`config.mk`:
```
export PLATFORM = sky130hd
export DESIGN_NAME = fpmp_port
export DESIGN_NICKNAME = d
export VERILOG_FILES = /design/src/fpmp_pkg.sv /design/src/fpmp_port.sv /design/src/fpmp_buf.sv
export VERILOG_INCLUDE_DIRS = /design/src /design/src/src
export SDC_FILE = /design/constraint.sdc
export NUM_CORES = 1
export LEC_CHECK = 0
export BUFFER_PORTS_ARGS = -buffer_cell sky130_fd_sc_hd__buf_2
export CORE_MARGIN = 3
export CORE_UTILIZATION = 31
export CTS_CLUSTER_DIAMETER = 80
export DETAILED_ROUTE_END_ITERATION = 6
export GPL_ROUTABILITY_DRIVEN = 0
export SLEW_MARGIN = 20
export SYNTH_ARGS = -nofsm -noshare
export SYNTH_HDL_FRONTEND = slang
export SYNTH_SLANG_ARGS = --single-unit
export TNS_END_PERCENT = 5
```
`constraint.sdc`:
```
create_clock -name clock -period 2.8 [get_ports clock]
set_input_delay 0.56 -clock clock [delete_from_list [all_inputs] [get_ports clock]]
set_output_delay 0.56 -clock clock [all_outputs]
set_load 0.02 [all_outputs]
```
`src/fpmp_cfg.svh`:
```
// constants of the programmer-mode flash command port
`ifndef FPMP_CFG_SVH
`define FPMP_CFG_SVH
// command bytes
`define FPMP_CMD_READ 8'h00
`define FPMP_CMD_PROG 8'h40
`define FPMP_CMD_ERASE 8'h20
`define FPMP_CMD_STAT 8'h71
// page geometry
`define FPMP_PAGE_BYTES 8'h80
`define FPMP_PAGE_LOW_A 8'h00
`define FPMP_PAGE_LOW_B 8'h80
`define FPMP_FILL_BYTE 8'hff
// status byte bit positions
`define FPMP_ST_ABN 7
`define FPMP_ST_CMD 6
`define FPMP_ST_PROG 5
`define FPMP_ST_ERASE 4
`define FPMP_ST_COUNT 1
`define FPMP_ST_ADDR 0
// startup timing
`define FPMP_CLK_KHZ 125000
`define FPMP_T_OSC_MS 10
`define FPMP_T_SETUP_MS 10
`define FPMP_SETUP_CYCLES ((`FPMP_T_OSC_MS + `FPMP_T_SETUP_MS) * `FPMP_CLK_KHZ)
`endif

```
`src/fpmp_pkg.sv`:
```
// types of the programmer-mode flash command port
package fpmp_pkg;
  typedef enum logic [2:0] {
    FPMP_OP_READ,
    FPMP_OP_PROG,
    FPMP_OP_ERASE,
    FPMP_OP_STAT,
    FPMP_OP_BAD
  } fpmp_op_t;
  typedef enum logic [3:0] {
    FPMP_SETUP,
    FPMP_READ,
    FPMP_PROG_ADDR,
    FPMP_PROG_DATA,
    FPMP_PROG_BUSY,
    FPMP_ERASE_2ND,
    FPMP_ERASE_BUSY,
    FPMP_POLL,
    FPMP_STAT_2ND,
    FPMP_STATUS
  } fpmp_state_t;
endpackage

```
`src/fpmp_port.sv`:
```
// programmer-mode command port of the on-chip flash
`timescale 1ns/1ns
`include "fpmp_cfg.svh"
module fpmp_port
  import fpmp_pkg::*;
#(
  parameter int SETUP_CYCLES = `FPMP_SETUP_CYCLES
) (
  input wire logic clock,
  input wire logic srst,
  input wire logic chip_sel_n,
  input wire logic out_en_n,
  input wire logic write_n,
  input wire logic flash_write_permit_pin,
  input wire logic [17:0] address_lines,
  input wire logic [7:0] data_bus_lines_in,
  output logic [7:0] data_bus_lines_out,
  output logic data_bus_lines_oe,
  output logic cmd_ready,
  output logic [17:0] array_rd_addr,
  input wire logic [7:0] array_rd_data,
  output logic array_prog_start,
  output logic [17:0] array_prog_addr,
  output logic array_erase_start,
  output logic prog_data_valid,
  input wire logic prog_data_ready,
  output logic [7:0] prog_data,
  input wire logic array_done,
  input wire logic array_fail,
  input wire logic array_count_over
);
  // ************************
  // pin synchronisers
  // ************************
  logic [29:0] sync1, sync2;
  logic we_prev;
  logic cs_n, oe_n, we_n, permit;
  logic [17:0] addr;
  logic [7:0] din;
  logic wr_evt, rd_cyc;
  // two flops on every pin before use
  always_ff @(posedge clock) begin
    if (srst) begin
      sync1 <= 30'h7;
      sync2 <= 30'h7;
      we_prev <= 1'b1;
    end else begin
      sync1 <= {flash_write_permit_pin, address_lines, data_bus_lines_in, write_n, out_en_n, chip_sel_n};
      sync2 <= sync1;
      we_prev <= sync2[2];
    end
  end
  assign cs_n = sync2[0];
  assign oe_n = sync2[1];
  assign we_n = sync2[2];
  assign din = sync2[10:3];
  assign addr = sync2[28:11];
  assign permit = sync2[29];
  // command write ends on the rising write strobe
  assign wr_evt = we_n && !we_prev && !cs_n && oe_n;
  assign rd_cyc = !cs_n && !oe_n && we_n;
  // command byte to operation
  function automatic fpmp_op_t fpmp_decode(input logic [7:0] b);
    case (b)
      `FPMP_CMD_READ: fpmp_decode = FPMP_OP_READ;
      `FPMP_CMD_PROG: fpmp_decode = FPMP_OP_PROG;
      `FPMP_CMD_ERASE: fpmp_decode = FPMP_OP_ERASE;
      `FPMP_CMD_STAT: fpmp_decode = FPMP_OP_STAT;
      default: fpmp_decode = FPMP_OP_BAD;
    endcase
  endfunction
  // ************************
  // sequencer
  // ************************
  fpmp_state_t state, next_state;
  logic [31:0] setup_cnt, next_setup_cnt;
  logic [7:0] byte_cnt, next_byte_cnt;
  logic [17:0] page_addr, next_page_addr;
  logic [7:0] flags, next_flags; // indexed by status bit position
  logic poll_ok, next_poll_ok;
  logic prog_go, next_prog_go;
  logic erase_go, next_erase_go;
  logic [7:0] dout, next_dout;
  logic [7:0] stat_byte;
  logic busy, buf_in_valid, buf_in_ready;
  fpmp_op_t op;
  assign op = fpmp_decode(din);
  assign busy = (state == FPMP_PROG_BUSY) || (state == FPMP_ERASE_BUSY);
  assign buf_in_valid = wr_evt && ((state == FPMP_PROG_ADDR) || (state == FPMP_PROG_DATA));
  // undefined bits 3 and 2 held at zero
  assign stat_byte = {flags[7:4], 2'b00, flags[1:0]};
  always_comb begin
    next_state = state;
    next_setup_cnt = setup_cnt;
    next_byte_cnt = byte_cnt;
    next_page_addr = page_addr;
    next_flags = flags;
    next_poll_ok = poll_ok;
    next_prog_go = 1'b0;
    next_erase_go = 1'b0;
    case (state)
      FPMP_SETUP: begin
        // writes ignored until oscillator and setup time pass
        next_setup_cnt = setup_cnt + 32'h1;
        if (setup_cnt >= 32'(SETUP_CYCLES - 1)) begin
          next_state = FPMP_READ;
        end
      end
      FPMP_PROG_ADDR: begin
        if (wr_evt) begin
          next_page_addr = addr;
          next_byte_cnt = 8'h1;
          if ((addr[7:0] != `FPMP_PAGE_LOW_A) && (addr[7:0] != `FPMP_PAGE_LOW_B)) begin
            next_flags[`FPMP_ST_ADDR] = 1'b1;
          end
          next_state = FPMP_PROG_DATA;
        end
      end
      FPMP_PROG_DATA: begin
        // later address lines are ignored
        if (wr_evt) begin
          next_byte_cnt = byte_cnt + 8'h1;
          if (byte_cnt == `FPMP_PAGE_BYTES - 8'h1) begin
            next_prog_go = 1'b1;
            next_state = FPMP_PROG_BUSY;
          end
        end
      end
      FPMP_PROG_BUSY, FPMP_ERASE_BUSY: begin
        if (array_done) begin
          next_poll_ok = !array_fail && !flags[`FPMP_ST_CMD] && !flags[`FPMP_ST_ADDR];
          if (array_fail) begin
            next_flags[(state == FPMP_PROG_BUSY) ? `FPMP_ST_PROG : `FPMP_ST_ERASE] = 1'b1;
          end
          next_state = FPMP_POLL;
        end
        if (array_count_over) begin
          next_flags[`FPMP_ST_COUNT] = 1'b1;
        end
      end
      FPMP_ERASE_2ND, FPMP_STAT_2ND: begin
        if (wr_evt) begin
          if ((state == FPMP_ERASE_2ND) && (op == FPMP_OP_ERASE) && permit) begin
            next_erase_go = 1'b1;
            next_state = FPMP_ERASE_BUSY;
          end else if ((state == FPMP_STAT_2ND) && (op == FPMP_OP_STAT)) begin
            next_state = FPMP_STATUS;
          end else begin
            next_flags[`FPMP_ST_CMD] = 1'b1;
            next_state = FPMP_READ;
          end
        end
      end
      FPMP_READ, FPMP_POLL, FPMP_STATUS: begin
        // polling flags stand until this write
        if (wr_evt) begin
          next_state = FPMP_READ;
          case (op)
            FPMP_OP_READ: next_state = FPMP_READ;
            FPMP_OP_PROG: begin
              if (permit) begin
                next_flags = 8'h00;
                next_state = FPMP_PROG_ADDR;
              end else begin
                next_flags[`FPMP_ST_CMD] = 1'b1;
              end
            end
            FPMP_OP_ERASE: begin
              next_flags = 8'h00;
              next_state = FPMP_ERASE_2ND;
            end
            FPMP_OP_STAT: next_state = FPMP_STAT_2ND;
            default: next_flags[`FPMP_ST_CMD] = 1'b1;
          endcase
        end
      end
      default: next_state = FPMP_SETUP;
    endcase
    // write during an operation is refused and flagged
    if (busy && wr_evt) begin
      next_flags[`FPMP_ST_CMD] = 1'b1;
    end
    // overrun of the page buffer loses a byte
    if (buf_in_valid && !buf_in_ready) begin
      next_flags[`FPMP_ST_PROG] = 1'b1;
    end
    next_flags[`FPMP_ST_ABN] = |{next_flags[6:4], next_flags[1:0]};
    // read data per mode
    next_dout = 8'h00;
    case (next_state)
      FPMP_READ: next_dout = array_rd_data;
      FPMP_POLL: next_dout = {1'b1, next_poll_ok, 6'h00};
      FPMP_STATUS: next_dout = stat_byte;
      default: next_dout = 8'h00;
    endcase
  end
  // sequencer registers
  always_ff @(posedge clock) begin
    if (srst) begin
      state <= FPMP_SETUP;
      setup_cnt <= 32'h0;
      byte_cnt <= 8'h0;
      page_addr <= 18'h0;
      flags <= 8'h00;
      poll_ok <= 1'b0;
      prog_go <= 1'b0;
      erase_go <= 1'b0;
      dout <= 8'h00;
      array_rd_addr <= 18'h0;
    end else begin
      state <= next_state;
      setup_cnt <= next_setup_cnt;
      byte_cnt <= next_byte_cnt;
      page_addr <= next_page_addr;
      flags <= next_flags;
      poll_ok <= next_poll_ok;
      prog_go <= next_prog_go;
      erase_go <= next_erase_go;
      dout <= next_dout;
      array_rd_addr <= addr;
    end
  end
  // outputs and page buffer
  assign data_bus_lines_out = dout;
  assign data_bus_lines_oe = rd_cyc && (state != FPMP_SETUP);
  assign cmd_ready = (state != FPMP_SETUP);
  assign array_prog_start = prog_go;
  assign array_prog_addr = page_addr;
  assign array_erase_start = erase_go;
  // page bytes queue here, two deep, so an array stall of up to two byte writes loses none
  fpmp_buf fpmp_buf_inst (
    .clock(clock), .srst(srst), .in_valid(buf_in_valid), .in_ready(buf_in_ready), .in_data(din),
    .out_valid(prog_data_valid), .out_ready(prog_data_ready), .out_data(prog_data)
  );
  // ************************
  // checks
  // ************************
  property p_setup_block;
    @(posedge clock) disable iff (srst) (state == FPMP_SETUP) |=> (state inside {FPMP_SETUP, FPMP_READ});
  endproperty
  a_setup_block: assert property (p_setup_block) else $error("left setup into a non-read state");
  property p_prog_start;
    @(posedge clock) disable iff (srst)
      (state == FPMP_PROG_DATA && wr_evt && byte_cnt == 8'h7f) |=> (array_prog_start && state == FPMP_PROG_BUSY);
  endproperty
  a_prog_start: assert property (p_prog_start) else $error("page program not started after 128 bytes");
  property p_addr_err;
    @(posedge clock) disable iff (srst) (state == FPMP_PROG_ADDR && wr_evt && addr[6:0] != 7'h00) |=> stat_byte[0];
  endproperty
  a_addr_err: assert property (p_addr_err) else $error("bad page address not flagged");
  property p_addr_hold;
    @(posedge clock) disable iff (srst) (state == FPMP_PROG_DATA) |=> $stable(page_addr);
  endproperty
  a_addr_hold: assert property (p_addr_hold) else $error("page address changed after second cycle");
  property p_busy_zero;
    @(posedge clock) disable iff (srst) busy |-> (dout == 8'h00);
  endproperty
  a_busy_zero: assert property (p_busy_zero) else $error("busy poll not zero");
  property p_poll_hold;
    @(posedge clock) disable iff (srst) (state == FPMP_POLL && !wr_evt) |=> (state == FPMP_POLL && dout[7]);
  endproperty
  a_poll_hold: assert property (p_poll_hold) else $error("poll flags dropped without write");
  property p_busy_cmd;
    @(posedge clock) disable iff (srst) (busy && wr_evt) |=> (stat_byte[6] && stat_byte[7]);
  endproperty
  a_busy_cmd: assert property (p_busy_cmd) else $error("busy write not flagged");
  property p_reserved;
    @(posedge clock) disable iff (srst) (state == FPMP_STATUS) |-> (dout[3:2] == 2'b00);
  endproperty
  a_reserved: assert property (p_reserved) else $error("undefined status bits not zero");
  property p_erase_go;
    @(posedge clock) disable iff (srst)
      (state == FPMP_ERASE_2ND && wr_evt && din == 8'h20 && permit) |=> ##1 (state == FPMP_ERASE_BUSY && !erase_go);
  endproperty
  a_erase_go: assert property (p_erase_go) else $error("erase pulse not single");
endmodule

```
`src/fpmp_buf.sv`:
```
// two-entry byte buffer with valid and ready on both sides
`timescale 1ns/1ns
module fpmp_buf (
  input wire logic clock,
  input wire logic srst,
  input wire logic in_valid,
  output logic in_ready,
  input wire logic [7:0] in_data,
  output logic out_valid,
  input wire logic out_ready,
  output logic [7:0] out_data
);
  logic [7:0] mem [0:1];
  logic wr_ptr;
  logic rd_ptr;
  logic [1:0] count;
  logic next_wr_ptr;
  logic next_rd_ptr;
  logic [1:0] next_count;
  logic push;
  logic pop;

  // handshake from occupancy
  assign in_ready = (count != 2'h2);
  assign out_valid = (count != 2'h0);
  assign out_data = mem[rd_ptr];
  assign push = in_valid && in_ready;
  assign pop = out_valid && out_ready;

  // pointer and occupancy update
  always_comb begin
    next_wr_ptr = push ? ~wr_ptr : wr_ptr;
    next_rd_ptr = pop ? ~rd_ptr : rd_ptr;
    next_count = count;
    if (push && !pop) begin
      next_count = count + 2'h1;
    end else if (pop && !push) begin
      next_count = count - 2'h1;
    end
  end

  // registers
  always_ff @(posedge clock) begin
    if (srst) begin
      wr_ptr <= 1'b0;
      rd_ptr <= 1'b0;
      count <= 2'h0;
    end else begin
      wr_ptr <= next_wr_ptr;
      rd_ptr <= next_rd_ptr;
      count <= next_count;
    end
  end

  // storage, no reset needed
  always_ff @(posedge clock) begin
    if (push) begin
      mem[wr_ptr] <= in_data;
    end
  end
endmodule

```
==> results.py <==
metrics = {
    "critical_path": {
        "start_kind": "flip-flop",
        "cp_max_fo": 12,
        "r2r-end": "fpmp_buf_inst.count[1]",
        "cp-endpoint": "data_bus_lines_oe",
        "rr_startpoint": "state[1]",
        "critPathLaunch": "state[1]",
        "r2r_cells": 7,
        "cp.required_ps": 2240,
        "crit_type": "reg -> out",
        "critical_path_arrival_ps": 1820,
        "rrSetupSlack_ps": 450,
        "worst_setup_path_end_kind": "primary output",
    },
    "route": {
        "drc": 0,
        "first_pass_iters": 4,
        "drt_iter0_drc": 221,
        "vias_per_cell": 4.65,
        "wirelength_um": 13900,
        "routed-wl-met3_um": 1150,
        "vias": 4699,
        "routedWlPerCell_um": 13.7,
        "drt-met1-wl_um": 6260,
        "top_layer": "met4",
        "antenna_left": 0,
        "wl_met2_um": 6280,
    },
    "die": {
        "chipWidth_um": 152,
        "dieHeight_um": 152,
        "ioPinCount": 101,
        "rows": 52,
        "coreArea_mm2": 0.0205,
        "dieArea_mm2": 0.0230,
        "start_util_pct": 32.0,
    },
    "clock_network": {
        "ctsHoldBuffers": 0,
        "clk_pin_slew_ps": 70,
        "cts_root_buffer": "clkbuf_16",
        "htreeDepth": 4,
        "cts_sinks": 179,
        "post_cts_buffers": 0,
        "cts_resized": 0,
        "clkLatencyLatePin_ps": 430,
        "cts_made_buffers": 17,
        "tritoncts": "built",
        "clk_path_buf_depth": 2,
    },
    "global_routing": {
        "track_usage_pct": 12.5,
        "grt_pass1_vias": 4497,
        "grt_pass1_wl_um": 22600,
        "gr-total-overflow": 0,
        "grt_max_degree": 59,
        "antenna_found_initial": 0,
    },
    "final_layout": {
        "nets": 775,
        "synthToLayoutAreaGrowth_pct": 21.4,
        "n_antenna_cell": 0,
        "final_util_pct": 38.9,
        "final_cell_mix": "163 x dfxtp_1, 99 x buf_2, 73 x nor2b_1, 61 x nor2_1, 29 x xor2_1",
        "drive_above_1_share_pct": 24.2,
        "fillers": 2035,
        "final_common_cell": "dfxtp_1",
    },
    "power_and_ir_drop": {
        "p_leak_uw": 0.00335,
        "p_per_area_mw_per_mm2": 658,
        "ir_worst_vdd_v": 0.000376,
        "p_total_uw": 5250,
    },
    "logic_synthesis": {
        "synth.distinct_cells": 65,
        "ys_seq_elements": 179,
        "synthFlopType": "dfxtp_1",
        "asyncSetResetFlopFracSynth_pct": 0,
        "synth-seq-area-share_pct": 57.0,
        "ys_warn_count": 0,
        "synth_area_mm2": 0.00657,
        "syn_area_per_cell_um2": 10.5,
        "synthCells": 624,
        "synth_edf_count": 16,
        "ys_top_cells_by_area": "dfxtp_1 50%, edfxtp_1 7.3%, nor2b_1 7.0%",
        "synth.net_count": 671,
        "netlist.area_leader.share_pct": 49.7,
        "synth.largest_area_cell": "dfxtp_1",
    },
    "placed_design": {
        "hpwl_um": 9810,
        "io_buffers": 100,
    },
    "hold_path": {
        "min_from": "chip_sel_n",
        "hold_path.class": "in -> reg",
    },
    "timing": {
        "worst_slew_pin_slew_ps": 681,
        "setup_viol": 0,
        "finalMaxSlewViolations": 0,
        "grt_setup_unrepaired": "false",
        "period_share_pct": 84.9,
        "setup-tns-final_ps": 0,
        "max_clock_freq_mhz": 421,
        "finClkSkew_ps": 14.2,
        "relSlewSlack_pct": 54.4,
        "hold_viol": 0,
        "period_needed_ps": 2380,
    },
    "status": {
        "status": "completed",
    },
    "job": {
        "maxCapViolCount": 0,
    },
}
## critical path, cell delays in order (launching register included)
cell,delay (ps)
dfxtp_1,590
nor4_4,120
nor4b_1,430
buf_2,250
## cell families (layout without fill, tap and decap cells)
family | after synthesis | after routing | synth area share [%]
and+or+nand+nor | 279 | 279 | 24.6
DFF | 179 | 179 | 57.0
AOI/OAI and AO/OA | 78 | 78 | 8.52
xor gates and xnor gates | 37 | 37 | 4.94
buffers and inverters | 36 | 153 | 2.38
muxes | 12 | 12 | 2.00
adders and majority gates | 3 | 3 | 0.572
## cell type report
cell class / instances / area [µm²] / share of cell area (%)
flip-flops and latches: 179 / 3740 / 47.0
multi-input cells: 409 / 2670 / 33.5
repair buffers: 113 / 613 / 7.69
clock buffers: 19 / 443 / 5.56
well taps: 270 / 338 / 4.24
clock inverters: 13 / 131 / 1.65
inverters: 8 / 30.0 / 0.377
## worst min-delay path by stage
stage                          end  slack, ps  depth (start not counted)
final                     sync1[0]        320                          2
after global routing      sync1[0]        300                          2
after CTS                 sync1[0]        300                          2
after detailed placement  sync2[0]        400                          1
after global placement    sync2[1]        400                          1
after floorplan           sync2[0]        390                          1
## stage by stage
stage                     worst slack, ps  hold WS [ps]  cell area [µm²]  cells
after global placement                552           398             7400    979
after global routing                  281           302             7970   1011
after detailed placement              499           399             7400    979
after CTS                             334           299             7970   1011
after floorplan                       771           389             6570    624
final                                 423           316             7970   1011
## power breakdown
group | switching [µW] | total (µW) | internal [µW]
logic | 145 | 258 | 112
registers | 32.9 | 2680 | 2650
clock network | 1100 | 2310 | 1210
## metal layers
layer | track usage (%) | vias to the layer above
li1 | - | 2382
met4 | 3.77 | 0
met1 | 15.5 | 2181
met5 | 0 | -
met2 | 19.7 | 120
met3 | 5.65 | 16
## state kept, by name (all words and copies together) (netlist names), 2 cells and up, named ones only
register	flops
setup_cnt	32
sync1	30
sync2	30
array_prog_addr	18
array_rd_addr	18
fpmp_buf_inst.mem	16
byte_cnt	8
data_bus_lines_out	8
flags	6
state	4
fpmp_buf_inst.count	2
## synth_stat cells, types with 10 or more instances
library cell,n
a21oi_1,18
clkbuf_1,16
dfxtp_1,163
edfxtp_1,16
nand2_1,28
nand3_1,21
nand4_1,10
nor2_1,62
nor2b_1,73
nor3_1,19
o21ai_0,12
o22a_1,19
xor2_1,29
No activity file was read; power rests on OpenSTA's default activity.
